===== config.mk =====
export PLATFORM = sky130hd
export DESIGN_NAME = smbr_regs
export DESIGN_NICKNAME = d
export VERILOG_FILES = /design/src/common/smbr_pkg.sv /design/src/smbr_regs.sv
export SDC_FILE = /design/constraint.sdc
export NUM_CORES = 1
export LEC_CHECK = 0
export BUFFER_PORTS_ARGS = -buffer_cell sky130_fd_sc_hd__buf_2
export CAP_MARGIN = 20
export CELL_PAD_IN_SITES_DETAIL_PLACEMENT = 2
export CELL_PAD_IN_SITES_GLOBAL_PLACEMENT = 2
export CORE_MARGIN = 3
export CORE_UTILIZATION = 39
export CTS_BUF_LIST = sky130_fd_sc_hd__clkbuf_8
export DETAILED_ROUTE_END_ITERATION = 8
export PLACE_DENSITY = 0.86
export SLEW_MARGIN = 0
export SYNTH_ARGS = -nofsm -noshare
export SYNTH_HDL_FRONTEND = slang
export SYNTH_SLANG_ARGS = --single-unit
export TNS_END_PERCENT = 5

===== constraint.sdc =====
create_clock -name CORE_CLK_IN -period 4.3 [get_ports CORE_CLK_IN]
set_clock_uncertainty 0.1 [all_clocks]
set_input_delay 0.215 -clock CORE_CLK_IN [delete_from_list [all_inputs] [get_ports CORE_CLK_IN]]
set_output_delay 0.215 -clock CORE_CLK_IN [all_outputs]
set_load 0.02 [all_outputs]

===== src/common/smbr_pkg.sv =====
// Package for the synthesizer modulator and bias register slice.
// Assumes byte-wide registers written from the serial port decoder.
package smbr_pkg;
    // Register offsets
    localparam logic [7:0] SMBR_OFS_BLEED = 8'h2A;
    localparam logic [7:0] SMBR_OFS_MOD = 8'h2B;
    localparam logic [7:0] SMBR_OFS_CORE_D = 8'h2C;
    localparam logic [7:0] SMBR_OFS_CORE_C = 8'h2D;
    localparam logic [7:0] SMBR_OFS_CORE_B = 8'h2E;
    // Primary fraction word register, whose update resets the modulator
    localparam logic [7:0] SMBR_OFS_FRAC = 8'h10;
    localparam int SMBR_NREG = 5;
    // Values after reset, indexed from the first offset
    localparam logic [7:0] SMBR_RESET [SMBR_NREG] =
        '{8'h00, 8'h01, 8'h44, 8'h11, 8'h10};
    // Writable bits; the rest read as zero
    localparam logic [7:0] SMBR_WMASK [SMBR_NREG] =
        '{8'h29, 8'h35, 8'h7F, 8'h1F, 8'h1F};
    // Register indices
    localparam int SMBR_IX_BLEED = 0;
    localparam int SMBR_IX_MOD = 1;
    localparam int SMBR_IX_CORE_D = 2;
    localparam int SMBR_IX_CORE_C = 3;
    localparam int SMBR_IX_CORE_B = 4;
    // Field positions, bleed and readback register
    localparam int SMBR_BLEED_POLARITY_BIT = 5;
    localparam int SMBR_LATCH_SEL_BIT = 3;
    localparam int SMBR_READ_SEL_BIT = 0;
    // Field positions, modulator register
    localparam int SMBR_HALF_LSB_BIT = 5;
    localparam int SMBR_AUX_EN_BIT = 4;
    localparam int SMBR_RST_MASK_BIT = 2;
    localparam int SMBR_MOD_DIS_BIT = 0;
    // Field positions, core D and calibration register
    localparam int SMBR_D_RECT_BIT = 6;
    localparam int SMBR_D_RANGE_BIT = 5;
    localparam int SMBR_D_NOM_LSB = 2;
    localparam int SMBR_CAL_EN_BIT = 1;
    localparam int SMBR_LOOP_DIS_BIT = 0;
    // Field positions, core C and core B registers
    localparam int SMBR_CB_RECT_BIT = 4;
    localparam int SMBR_CB_RANGE_BIT = 3;
    localparam int SMBR_CB_NOM_LSB = 0;
    // Bias settings of one VCO core
    typedef struct packed {
        logic rectifier_bias;
        logic threshold_range;
        logic [2:0] nominal_threshold;
    } smbr_core_t;
    // Decoded controls toward the analog and modulator logic
    typedef struct packed {
        logic bleed_polarity;
        logic latch_select_reserved;
        logic half_lsb_add;
        logic aux_modulator_enable;
        logic modulator_run;
        logic auto_bias_loop_run;
        logic temp_cal_voltage_enable;
        smbr_core_t core_d;
        smbr_core_t core_c;
        smbr_core_t core_b;
    } smbr_ctrl_t;
endpackage


===== src/smbr_regs.sv =====
// Modulator and VCO bias register slice with its decoded controls.
// Assumes a same-clock register port from the serial interface decoder.
`timescale 1ns/100ps

// Notes on behaviour
// RL1: Bleed bit 5 selects bleed polarity.
// RL2: Readback select picks VCO data or version.
// RL3: Half LSB added only with aux off.
// RL4: Software enables aux modulator for nonzero fraction.
// RL5: Fraction write resets modulator unless masked.
// RL6: Modulator bit inverted: one means integer.
// RL7: Bias loop runs while disable bit clear.
// RL8: Calibration option enables temperature dependence.
// RL9: Core D rectifier bias at bit 6.
// RL10: Core D threshold range at bit 5.
// RL11: Core D nominal threshold bits 4:2.
// RL12: Core C rectifier bias at bit 4.
// RL13: Core C threshold range at bit 3.
// RL14: Core C nominal threshold bits 2:0.
// RL15: Core B rectifier bias at bit 4.
// RL16: Core B threshold range at bit 3.
// RL17: Core B nominal threshold bits 2:0.
// RL18: Reserved bits read zero, ignore writes.
module smbr_regs
    import smbr_pkg::*;
#(
    parameter logic [7:0] VERSION_ID = 8'hA5 // Arbitrary value
) (
    input wire logic CORE_CLK_IN, // Core clock
    input wire logic RST_IN, // Synchronous reset
    input wire logic REG_WR_IN, // Write strobe
    input wire logic REG_RD_IN, // Read strobe
    input wire logic [7:0] REG_ADDR_IN, // Register address
    input wire logic [7:0] REG_WDATA_IN, // Write data
    input wire logic [7:0] VCO_STATUS_IN, // VCO, band, bias data
    output logic [7:0] REG_RDATA_OUT, // Read data
    output logic REG_RVALID_OUT, // Read data valid pulse
    output logic [7:0] READBACK_OUT, // Selected readback word
    output logic MOD_RESET_OUT, // Modulator reset pulse
    output smbr_ctrl_t CTRL_OUT // Decoded controls
);
    // Register storage, indexed from the first offset
    logic [7:0] regs [SMBR_NREG];
    // Address lands inside the slice
    logic hit;
    // Index into the storage
    logic [2:0] idx;
    // Decoded controls before their output flops
    smbr_ctrl_t next_ctrl;
    // Readback word before its output flop
    logic [7:0] next_readback;

    // Address decode
    assign hit = (REG_ADDR_IN >= SMBR_OFS_BLEED) &&
                 (REG_ADDR_IN <= SMBR_OFS_CORE_B);
    assign idx = 3'(REG_ADDR_IN - SMBR_OFS_BLEED);

    // Register writes, masked to writable bits
    always_ff @(posedge CORE_CLK_IN) begin
        if (RST_IN) begin
            for (int i = 0; i < SMBR_NREG; i++) begin
                regs[i] <= SMBR_RESET[i];
            end
        end else if (REG_WR_IN && hit) begin
            // RL18: reserved bits dropped
            regs[idx] <= REG_WDATA_IN & SMBR_WMASK[idx];
        end
    end

    // Register reads, one cycle after the strobe
    always_ff @(posedge CORE_CLK_IN) begin
        if (RST_IN) begin
            REG_RDATA_OUT <= 8'h00;
            REG_RVALID_OUT <= 1'b0;
        end else begin
            REG_RVALID_OUT <= REG_RD_IN;
            if (REG_RD_IN && hit) begin
                // RL18: reserved bits read zero
                REG_RDATA_OUT <= regs[idx] & SMBR_WMASK[idx];
            end else if (REG_RD_IN) begin
                // Unmapped address reads zero
                REG_RDATA_OUT <= 8'h00;
            end
        end
    end

    // Modulator reset on fraction word update
    always_ff @(posedge CORE_CLK_IN) begin
        if (RST_IN) begin
            MOD_RESET_OUT <= 1'b0;
        end else begin
            // RL5: masked by reset-mask bit
            MOD_RESET_OUT <= REG_WR_IN &&
                (REG_ADDR_IN == SMBR_OFS_FRAC) &&
                !regs[SMBR_IX_MOD][SMBR_RST_MASK_BIT];
        end
    end

    // Readback source selection
    always_comb begin
        // RL2: version or VCO data
        if (regs[SMBR_IX_BLEED][SMBR_READ_SEL_BIT]) begin
            next_readback = VERSION_ID;
        end else begin
            next_readback = VCO_STATUS_IN;
        end
    end

    // Readback output flop
    always_ff @(posedge CORE_CLK_IN) begin
        if (RST_IN) begin
            READBACK_OUT <= 8'h00;
        end else begin
            READBACK_OUT <= next_readback;
        end
    end

    // Control decode
    always_comb begin
        // RL1: bleed polarity bit
        next_ctrl.bleed_polarity =
            regs[SMBR_IX_BLEED][SMBR_BLEED_POLARITY_BIT];
        next_ctrl.latch_select_reserved =
            regs[SMBR_IX_BLEED][SMBR_LATCH_SEL_BIT];
        // RL3: half LSB gated by aux
        next_ctrl.half_lsb_add =
            regs[SMBR_IX_MOD][SMBR_HALF_LSB_BIT] &&
            !regs[SMBR_IX_MOD][SMBR_AUX_EN_BIT];
        // RL4: aux enable passed as written
        next_ctrl.aux_modulator_enable =
            regs[SMBR_IX_MOD][SMBR_AUX_EN_BIT];
        // RL6: inverted modulator enable
        next_ctrl.modulator_run =
            !regs[SMBR_IX_MOD][SMBR_MOD_DIS_BIT];
        // RL7: inverted bias loop disable
        next_ctrl.auto_bias_loop_run =
            !regs[SMBR_IX_CORE_D][SMBR_LOOP_DIS_BIT];
        // RL8: temperature calibration option
        next_ctrl.temp_cal_voltage_enable =
            regs[SMBR_IX_CORE_D][SMBR_CAL_EN_BIT];
        // RL9: core D rectifier bias
        next_ctrl.core_d.rectifier_bias =
            regs[SMBR_IX_CORE_D][SMBR_D_RECT_BIT];
        // RL10: core D threshold range
        next_ctrl.core_d.threshold_range =
            regs[SMBR_IX_CORE_D][SMBR_D_RANGE_BIT];
        // RL11: core D nominal threshold
        next_ctrl.core_d.nominal_threshold =
            regs[SMBR_IX_CORE_D][SMBR_D_NOM_LSB +: 3];
        // RL12: core C rectifier bias
        next_ctrl.core_c.rectifier_bias =
            regs[SMBR_IX_CORE_C][SMBR_CB_RECT_BIT];
        // RL13: core C threshold range
        next_ctrl.core_c.threshold_range =
            regs[SMBR_IX_CORE_C][SMBR_CB_RANGE_BIT];
        // RL14: core C nominal threshold
        next_ctrl.core_c.nominal_threshold =
            regs[SMBR_IX_CORE_C][SMBR_CB_NOM_LSB +: 3];
        // RL15: core B rectifier bias
        next_ctrl.core_b.rectifier_bias =
            regs[SMBR_IX_CORE_B][SMBR_CB_RECT_BIT];
        // RL16: core B threshold range
        next_ctrl.core_b.threshold_range =
            regs[SMBR_IX_CORE_B][SMBR_CB_RANGE_BIT];
        // RL17: core B nominal threshold
        next_ctrl.core_b.nominal_threshold =
            regs[SMBR_IX_CORE_B][SMBR_CB_NOM_LSB +: 3];
    end

    // Control output flops
    always_ff @(posedge CORE_CLK_IN) begin
        if (RST_IN) begin
            CTRL_OUT <= '0;
        end else begin
            CTRL_OUT <= next_ctrl;
        end
    end
endmodule


### Word-level counts from Yosys, hierarchy flattened

Memories as Yosys holds them, arrays and structs flattened. A register that Yosys moved wholly into a read port is not among the register bits.
Cells that the tools add are included.

| word-level totals | value |
|---|---|
| ROM bits | 64 |
| word-level logic and storage cells | 51 |
| RAM bits | 40 |
| input bits | 28 |
| memories | 2 |
| register bits after elaboration | 30 |
| output and inout port bits | 40 |

Memories:

| memory | words | width | read ports | clocked after memory_dff | write ports | line | RTL |
|---|---|---|---|---|---|---|---|
| (name not given) | 8 | 8 | 1 | 0 | 0 | smbr_regs.sv:79 | `REG_RDATA_OUT <= regs[idx] & SMBR_WMASK[idx];` |
| regs | 5 | 8 | 6 | 2 | 5 | smbr_regs.sv:43 | `logic [7:0] regs [SMBR_NREG];` |

| operators by class | value |
|---|---|
| equal/unequal tests | 1 |
| bitwise operators | 3 |
| multiplexer cells | 13 |
| order comparisons | 3 |
| $add $sub $neg | 1 |
| reduce and logical (&&, ||, !) cells | 13 |

Operator list:

| operator | count |
|---|---|
| $mux 8 | 6 |
| $and 8x8->8 | 2 |
| $eq 8x5->1 const B | 1 |
| $ge 8x6->1 const B | 1 |
| $le 8x6->1 const B | 1 |
| $reduce_or 8->1 | 1 |
| $logic_and 1x1->1 | 6 |
| $mux 1 | 6 |
| $ge 4x4->1 const B | 1 |
| $logic_not 1->1 | 4 |
| $not 3->4 | 1 |
| $mux 3 | 1 |
| $sub 3x2->3 const B | 1 |
| $reduce_bool 2->1 | 1 |
| $reduce_or 2->1 | 1 |

### Depth between registers and ports, before layout

Gate-level depths: netlist of run 1.

| depth | value |
|---|---|
| depth in word-level cells | 8 |
| depth in mapped cells | 9 |
| gate-level depth less buffers | 6 |

### Worst setup path after synthesis of run 1

No wires, ideal clock.

| timing path | value |
|---|---|
| path type | input to register |
| start | input REG_ADDR_IN[1] |
| end | memory regs[5][3] (data pin) |
| path buffers | 3 |
| stages | 8 |
| slack | 1.988 ns |
| arrival | 1.931 ns |
| required time | 3.919 ns |
| library setup time | 0.281 ns |
| path through | buf_2 > buf_2 > inv_1 > ha_1 > clkbuf_1 > inv_1 > o31ai_1 > inv_1 |

RTL lines:

| element | line | RTL |
|---|---|---|
| start, declared | smbr_regs.sv:33 | `input wire logic [7:0] REG_ADDR_IN,` |
| end, declared | smbr_regs.sv:43 |  |

==> results_dict.tcl, run 1 <==
set metrics [dict create \
    status "finished clean" \
    drt_iter0_drc 90 \
    slew_violations 0 \
    seq_area_frac_synth_pct 65.07 \
    peakVddDrop_v 0.0001564 \
    synth_edf_count 41 \
    path_cells "buf_2, ha_1, nand2b_4, a2111oi_4, nand3_1, nand2b_1" \
    crit_fanout 24 \
    ys_seq_elements 80 \
    rows 31 \
    worstHoldPathType "in -> reg" \
    cts.htree.levels 3 \
    ys.warnings.count 0 \
    fin_crit_sh_pct 64.05 \
    power_switching_mw 0.3930 \
    wl_per_cell_um 22.73 \
    viasPerCell 5.177 \
    drtAntennaViolNets 0 \
    setup_ws_ns 1.546 \
    clk_latency_ns 0.35 \
    p_per_area_nw_per_um2 422.0 \
    yosys.area.top_type "edfxtp_1" \
    netlist_instances 251 \
    dp_hpwl_um 6756 \
    slew_headroom_pct 45.06 \
    tightest_slew_ns 0.8171 \
    synthFlopType "edfxtp_1" \
    power.leakage_nw 1.573 \
    yosysMostFrequentCell "edfxtp_1" \
    clkTransAtPathRegs_ns 0.08 \
    cp-start-kind "input pin" \
    io_pins 68 \
    clkSinkCount 80 \
    critPathBufInv 1 \
    finalHoldViolCount 0 \
    dieArea_um2 9032 \
    crit_arrival_ns 2.67 \
    rsz0062_at_grt "false" \
    fin_nets 359 \
    syn_area_um2 3092 \
    drive_gt1_share_pct 28.10 \
    worstSetupPathType "in -> reg" \
    ff2ff_setup_slack_ns 2.60 \
    pwr-share-seq_pct 52.7 \
    setup_tns_ns 0 \
    cts_buffers 9 \
    combPwrFrac_pct 9.6 \
    avgSynthCellArea_um2 12.32 \
    postSynth.asyncResetShare_pct 0 \
    p_sw_share_pct 24.54 \
    synthTopCellsByCount "41 x edfxtp_1, 39 x dfxtp_1, 37 x nor2_1, 20 x nor2b_1, 15 x nand2_1" \
    yosys.area.top_type_share_pct 39.82 \
    grt_overflow 0 \
    drc 0 \
    crit_required_ns 4.21 \
    clkPwrFrac_pct 37.8 \
    cts_max_path_buffers 2 \
    core_area_um2 7486 \
    setup_viol 0 \
    die_h_um 95.04 \
    via_count 2226 \
    grt_pass1_wl_um 14960 \
    portBuffers 65 \
    diodes 0 \
    maxCapViolations 0 \
    first_global_vias 2559 \
    path_delay_family "simple AND/OR/NAND/NOR gates" \
    ys_top_cells_by_area "edfxtp_1 40%, dfxtp_1 25%, nor2_1 4.5%, mux4_2 4.4%, nor2b_1 4.0%" \
    cp_slowest_cell "a2111oi_4" \
    dp_slack_ns 1.237 \
    synthToLayoutAreaGrowth_pct 22.74 \
    cts_root_buf "clkbuf_8" \
    cp-end-kind "flop" \
    die_w_um 95.04 \
    finalCriticalPeriod_ns 2.754 \
    syn_nets 284 \
    antenna_found_initial 0 \
    grt_max_degree 36 \
    p_int_mw 1.209 \
    wl_um 9774 \
    cts_tree "built" \
    start_util_pct 41.30 \
    grt.total_usage_pct 23.34 \
    max_stage_delay_ns 0.72 \
    fmax_ghz 0.3631 \
    place_congestion 0.8155 \
    synth_cell_types 35 \
    first_pass_iters 4 \
]
[power by group through the flow]
stage	Sequential, mW	Combinational, mW	Clock [mW]
finish	0.844	0.153	0.605
global route	0.846	0.166	0.656
CTS	0.844	0.153	0.622
detailed placement	0.860	0.144	0
global placement	0.857	0.135	0
floorplan	0.874	0.0676	0
[placed cells by master (no fill, tap or decap), types with 2 or more instances in the layout]
cell,count
dfxtp_1,39
clkbuf_8,9
nor2b_1,20
and2_1,7
inv_1,12
nor3b_1,2
nor2_1,37
nand2b_1,11
nand2_1,15
bufinv_16,2
nand3_1,9
edfxtp_1,41
a221o_1,2
a21oi_1,2
buf_2,65
o21ai_0,11
ha_1,5
and3_1,3
mux2_2,2
o31ai_1,2
mux4_2,6
dlygate4sd3_1,9
mux2i_1,4
[what timing repair did]
item	CTS	global route
resized for setup	0	0
hold buffers	9	0
setup buffers	0	0
endpoints found under the hold margin	11	0
[worst min-delay path, stage by stage]
cell and delay [ns]:
buf_2 0.09, nor4b_1 0.05, nand2_1 0.06, nor2_1 0.03
[area by class of cell]
cell class	instances	area [µm²]
clock buffer	9	123.9
clock inverter	7	87.58
fill	755	3691
inverter	10	37.54
multi-input combinational	150	987.2
sequential	80	2012
tap	99	123.9
timing repair buffer	75	422.9
[final timing paths]
kind / from / endpoint / cells past startpoint
worst max-delay path: REG_ADDR_IN[1] / regs[2][1] / 6
worst min-delay path: REG_ADDR_IN[3] / MOD_RESET_OUT / 4
worst max register to register: regs[0][0] / REG_RDATA_OUT[0] / 4
worst min register to register: regs[1][0] / CTRL_OUT[17] / 1
[flip-flops by register name, indices dropped and copies added, names as in the netlist]
| signal | flops |
|---|---|
| regs | 41 |
| READBACK_OUT | 8 |
| MOD_RESET_OUT | 1 |
| REG_RDATA_OUT | 7 |
| REG_RVALID_OUT | 1 |
| CTRL_OUT | 22 |
[routing by layer]
layer	GRT usage (%)	vias to the layer above	part of all wire (%)
li1	-	1012	-
met1	26.04	1114	38
met2	43.10	81	53
met3	5.130	19	6.0
met4	9.014	0	2.5
met5	0	-	0
[logic make-up (layout without fill, tap and decap cells)]
group | Yosys count | in the layout | synth area share (%)
AO/OA/AOI/OAI | 20 | 20 | 4.694
adder cells (fa/ha/maj) | 5 | 5 | 2.023
buffers and inverters | 21 | 101 | 2.995
flip-flops | 80 | 80 | 65.07
multiplexers | 12 | 12 | 6.394
other | 1 | 1 | 0.1213
AND/OR/NAND/NOR | 112 | 112 | 18.70
[through the flow]
| step | hold WS [ns] | instance area (µm²) | power, mW | util (%) | instances |
|---|---|---|---|---|---|
| floorplan | 0.2139 | 3092 | 0.9415 | - | 251 |
| global placement | 0.3162 | 3493 | 0.9923 | 46.67 | 405 |
| detailed placement | 0.3278 | 3493 | 1.004 | 46.67 | 405 |
| CTS | 0.02544 | 3795 | 1.619 | 50.69 | 430 |
| global route | 0.04465 | 3795 | 1.668 | 50.69 | 430 |
| finish | 0.03869 | 3795 | 1.602 | 50.69 | 430 |
(Power assumes the default switching activity.)
==> run 2: changes to the inputs <==
Settings changed: CORE_UTILIZATION 39 to 33, PLACE_DENSITY 0.86 to 0.77.
Clock period 4.3 ns to 2.5 ns, I/O delays scaled along.
==> run 2 against run 1 <==
Compared with the run above: total power rose by 74%; highest routed layer unchanged; largest power group unchanged; clock power grew 79%; largest cell class unchanged; hold slack lost 0.032 ns.
==> results_dict.tcl, run 2 (synthesis gave the netlist of run 1 again) <==
set metrics [dict create \
    status "finished clean" \
    p_per_area_nw_per_um2 715.4 \
    max_stage_delay_ns 0.54 \
    start_util_pct 34.77 \
    placed_cells 418 \
    via_count 2187 \
    wl_per_cell_um 19.05 \
    synthToLayoutAreaGrowth_pct 26.10 \
    worstHoldPathType "in -> reg" \
    power.leakage_nw 1.623 \
    first_pass_iters 4 \
    rows 34 \
    slew_violations 0 \
    finalCriticalPeriod_ns 2.293 \
    viasPerCell 4.882 \
    fin_cells 448 \
    setup_viol 0 \
    die_w_um 102.8 \
    clkTransAtPathRegs_ns 0.08 \
    cp-start-kind "input pin" \
    first_global_vias 2403 \
    layout_commonest_cell "buf_2" \
    mostFrequentLayoutCells "65 x buf_2, 41 x edfxtp_1, 39 x dfxtp_1" \
    place_congestion 0.7719 \
    grt_overflow 0 \
    largest_register "regs" \
    drt_iter0_drc 63 \
    cpMostUsedCell "dlygate4sd3_1" \
    io_pins 68 \
    cts_buffers 9 \
    antenna_found_initial 0 \
    cts_root_buf "clkbuf_8" \
    crit_arrival_ns 2.22 \
    worstSetupPathType "in -> reg" \
    core_area_um2 8891 \
    cts.htree.levels 3 \
    path_cells "dlygate4sd3_1, buf_2, nor2_1, dlygate4sd3_1, nand2_1, or3_1, nand2b_1" \
    fmax_ghz 0.4361 \
    cts_tree "built" \
    grt_max_degree 30 \
    fin_crit_sh_pct 91.72 \
    post_cts_buffers 0 \
    reg_top3 "regs x41, CTRL_OUT x22, READBACK_OUT x8" \
    grt_pass1_wl_um 12900 \
    fin_nets 368 \
    drtAntennaViolNets 0 \
    clk_latency_ns 0.35 \
    dieArea_um2 10570 \
    portBuffers 65 \
    die_h_um 102.8 \
    drc 0 \
    peakVddDrop_v 0.0002259 \
    cts_max_path_buffers 2 \
    wl_um 8534 \
    finalHoldViolCount 0 \
    rsz0062_at_grt "false" \
    largest_reg_flops 41 \
    clkSinkCount 80 \
    cp-end-kind "flop" \
    crit_fanout 6 \
    grt.total_usage_pct 16.80 \
    dp_hpwl_um 6085 \
    cp_slowest_cell "dlygate4sd3_1" \
    maxCapViolations 0 \
    diodes 0 \
    crit_required_ns 2.43 \
    drive_gt1_share_pct 28.53 \
    setup_tns_ns 0 \
]
-- run 2: cell type report --
| type | count | area [µm²] |
|---|---|---|
| timing repair buffer | 84 | 503.0 |
| clock buffer | 11 | 151.4 |
| inverter | 10 | 37.54 |
| multi-input combinational | 150 | 987.2 |
| fill | 921 | 4992 |
| tap | 108 | 135.1 |
| sequential | 80 | 2012 |
| clock inverter | 5 | 72.57 |
-- run 2: stage by stage --
| step | setup slack [ns] | utilization [%] | instance area (µm²) | power (mW) | hold WS [ns] |
|---|---|---|---|---|---|
| floorplan | 0.2778 | - | 3092 | 1.619 | 0.1239 |
| global placement | 0.4409 | 39.76 | 3535 | 1.713 | 0.2259 |
| detailed placement | 0.3905 | 39.76 | 3535 | 1.724 | 0.2309 |
| CTS | 0.2396 | 43.85 | 3899 | 2.807 | 0.009041 |
| global route | 0.1148 | 43.85 | 3899 | 2.886 | 0.01832 |
| finish | 0.2070 | 43.85 | 3899 | 2.789 | 0.007062 |
-- run 2: worst paths after layout --
| check | slack, ns | cells past startpoint | to | start |
|---|---|---|---|---|
| worst max register to register | 0.78 | 4 | REG_RDATA_OUT[0] | regs[0][0] |
| worst max-delay path | 0.21 | 7 | regs[4][3] | REG_ADDR_IN[7] |
| worst min register to register | 0.36 | 1 | CTRL_OUT[17] | regs[1][0] |
| worst min-delay path | 0.007 | 2 | CTRL_OUT[6] | RST_IN |
-- run 2: power breakdown --
| group | leakage (nW) | switching (mW) | total (mW) | internal (mW) |
|---|---|---|---|---|
| Combinational | 0.798 | 0.159 | 0.263 | 0.103 |
| Sequential | 0.703 | 0.0221 | 1.45 | 1.43 |
| Clock | 0.122 | 0.470 | 1.08 | 0.609 |
-- run 2: timing repair --
action | in CTS | in global routing
endpoints found under the hold margin | 15 | 0
hold buffers | 14 | 0
resized for setup | 0 | 0
-- run 2: worst max-delay path, delay by kind of cell --
family	cells	cell delay, ns
buffers and inverters	3	1.20
AND/OR/NAND/NOR	4	0.90
-- run 2: per-layer routing --
metal	GRT usage (%)	vias to the layer above	share of wire (%)	wire [µm]
met3	3.045	12	4.7	397
met1	19.67	1079	42	3602
li1	-	1027	-	-
met5	0	-	0	0
met2	30.04	69	51	4343
met4	7.271	0	2.2	190
==> run 3: changes to the inputs <==
Settings changed: CELL_PAD_IN_SITES_DETAIL_PLACEMENT 2 to 0, CELL_PAD_IN_SITES_GLOBAL_PLACEMENT 2 to 1, CORE_UTILIZATION 33 to 40, PLACE_DENSITY 0.77 to 0.78.
==> run 3 against run 2 <==
Compared with the run above: cell area down 0.13%; combinational power down 5%; utilization increased by 9.0 points; register-to-register slack worse by 0.35 ns; maximum frequency grew 9.4%.
==> results_dict.tcl, run 3 (synthesis gave the netlist of run 1 again) <==
set metrics [dict create \
    rows 31 \
    r2r_cells 5 \
    reg_top3 "regs x41, CTRL_OUT x22, READBACK_OUT x8" \
    cp-start-kind "input pin" \
    drtAntennaViolNets 0 \
    rsz0062_at_grt "false" \
    clk_latency_ns 0.34 \
    path_delay_family "buffers and inverters" \
    finalCriticalPeriod_ns 2.095 \
    p_total_mw 2.739 \
    placed_cell_area_um2 3531 \
    die_w_um 93.92 \
    core_area_um2 7370 \
    synthToLayoutAreaGrowth_pct 25.94 \
    status "finished clean" \
    start_util_pct 41.95 \
    wl_um 6567 \
    fin_cells 440 \
    clkTransAtPathRegs_ns 0.08 \
    maxCapViolations 0 \
    cp_slowest_cell "dlygate4sd3_1" \
    post-route-util_pct 52.84 \
    power.leakage_nw 1.626 \
    largest_register "regs" \
    max_stage_delay_ns 0.58 \
    cp-end-kind "flop" \
    fin_nets 369 \
    dp_hpwl_um 4782 \
    layout_commonest_cell "buf_2" \
    cp.depth 7 \
    setup_tns_ns 0 \
    io_pins 68 \
    cts.htree.levels 3 \
    grt.total_usage_pct 15.73 \
    grt_overflow 0 \
    cts_buffers 9 \
    viasPerCell 4.811 \
    antenna_found_initial 0 \
    first_global_vias 2042 \
    clkSinkCount 80 \
    drc 0 \
    place_congestion 0.8369 \
    hold_slack_ns 0.1004 \
    grt_max_degree 24 \
    peakVddDrop_v 0.0002830 \
    first_pass_iters 4 \
    ff2ff_setup_slack_ns 0.43 \
    cts_max_path_buffers 2 \
    dp_slack_ns 0.3792 \
    portBuffers 65 \
    stdcell_area_um2 3894 \
    largest_reg_flops 41 \
    p_per_area_nw_per_um2 703.5 \
    cpMostUsedCell "dlygate4sd3_1" \
    startpoint "REG_ADDR_IN[3]" \
    fmax_ghz 0.4773 \
    dieArea_um2 8820 \
    fin_crit_sh_pct 83.81 \
    drt_iter0_drc 70 \
    setup_ws_ns 0.4048 \
    tightest_slew_ns 0.5470 \
    crit_end "MOD_RESET_OUT" \
    drive_gt1_share_pct 28.74 \
    crit_required_ns 2.69 \
    mostFrequentLayoutCells "65 x buf_2, 41 x edfxtp_1, 39 x dfxtp_1" \
    worstSetupPathType "in -> reg" \
    diodes 0 \
    via_count 2117 \
    finalHoldViolCount 0 \
    slew_headroom_pct 63.45 \
    placed_cells 410 \
    r2r_end "MOD_RESET_OUT" \
    crit_fanout 2 \
    setup_viol 0 \
    worstHoldPathType "in -> reg" \
    die_h_um 93.92 \
    grt_pass1_wl_um 10270 \
    wl_per_cell_um 14.93 \
    path_cells "dlygate4sd3_1, buf_2, nor4b_1, dlygate4sd3_1, nand2_1, nor2_1, dlygate4sd3_1" \
    crit_arrival_ns 2.29 \
    cts_tree "built" \
    slew_violations 0 \
    r2r_start "regs[1][2]" \
    critPathBufInv 4 \
    cts_root_buf "clkbuf_8" \
]
==> run 3: worst reg2reg max path, cell delays in order, from the launching register on <==
cell and delay [ns]:
edfxtp_1 0.43, nor4b_1 0.24, dlygate4sd3_1 0.58, nand2_1 0.05, nor2_1 0.08, dlygate4sd3_1 0.54
==> run 3: what timing repair did <==
action / CTS / global route
hold buffers: 14 / 0
buffers inserted: 0 / 0
gates resized for setup: 0 / 0
setup endpoints to repair: 0 / 0
endpoints found under the hold margin: 15 / 0
==> run 3: layout make-up <==
| cell class | instances | area [µm²] |
|---|---|---|
| sequential | 80 | 2012 |
| inverter | 10 | 37.54 |
| fill | 686 | 3476 |
| timing repair buffer | 85 | 510.5 |
| clock buffer | 10 | 137.6 |
| multi-input combinational | 150 | 987.2 |
| clock inverter | 6 | 85.08 |
| tap | 99 | 123.9 |
==> run 3: report_power, final <==
group | internal, mW | switching [mW] | total [mW]
clock | 0.586 | 0.458 | 1.04
combinational | 0.104 | 0.147 | 0.251
sequential | 1.43 | 0.0192 | 1.44
total | 2.12 | 0.624 | 2.74
==> run 3: worst min-delay path by stage <==
stage	start	end	slack [ns]	depth (start not counted)
after floorplan	REG_WDATA_IN[0]	regs[5][0]	0.12	0
after global placement	VCO_STATUS_IN[1]	READBACK_OUT[1]	0.23	2
after detailed placement	VCO_STATUS_IN[6]	READBACK_OUT[6]	0.23	2
after CTS	REG_WDATA_IN[2]	regs[2][2]	0.09	3
after global routing	RST_IN	CTRL_OUT[16]	0.11	3
final	REG_WDATA_IN[2]	regs[2][2]	0.10	3
==> run 3: per-layer routing <==
| layer | vias up | routed length [µm] | GRT usage, % |
|---|---|---|---|
| met2 | 83 | 3086 | 25.31 |
| met3 | 7 | 445 | 3.926 |
| met4 | 0 | 74 | 5.054 |
| li1 | 1030 | - | - |
| met1 | 997 | 2960 | 20.85 |
| met5 | - | 0 | 0 |
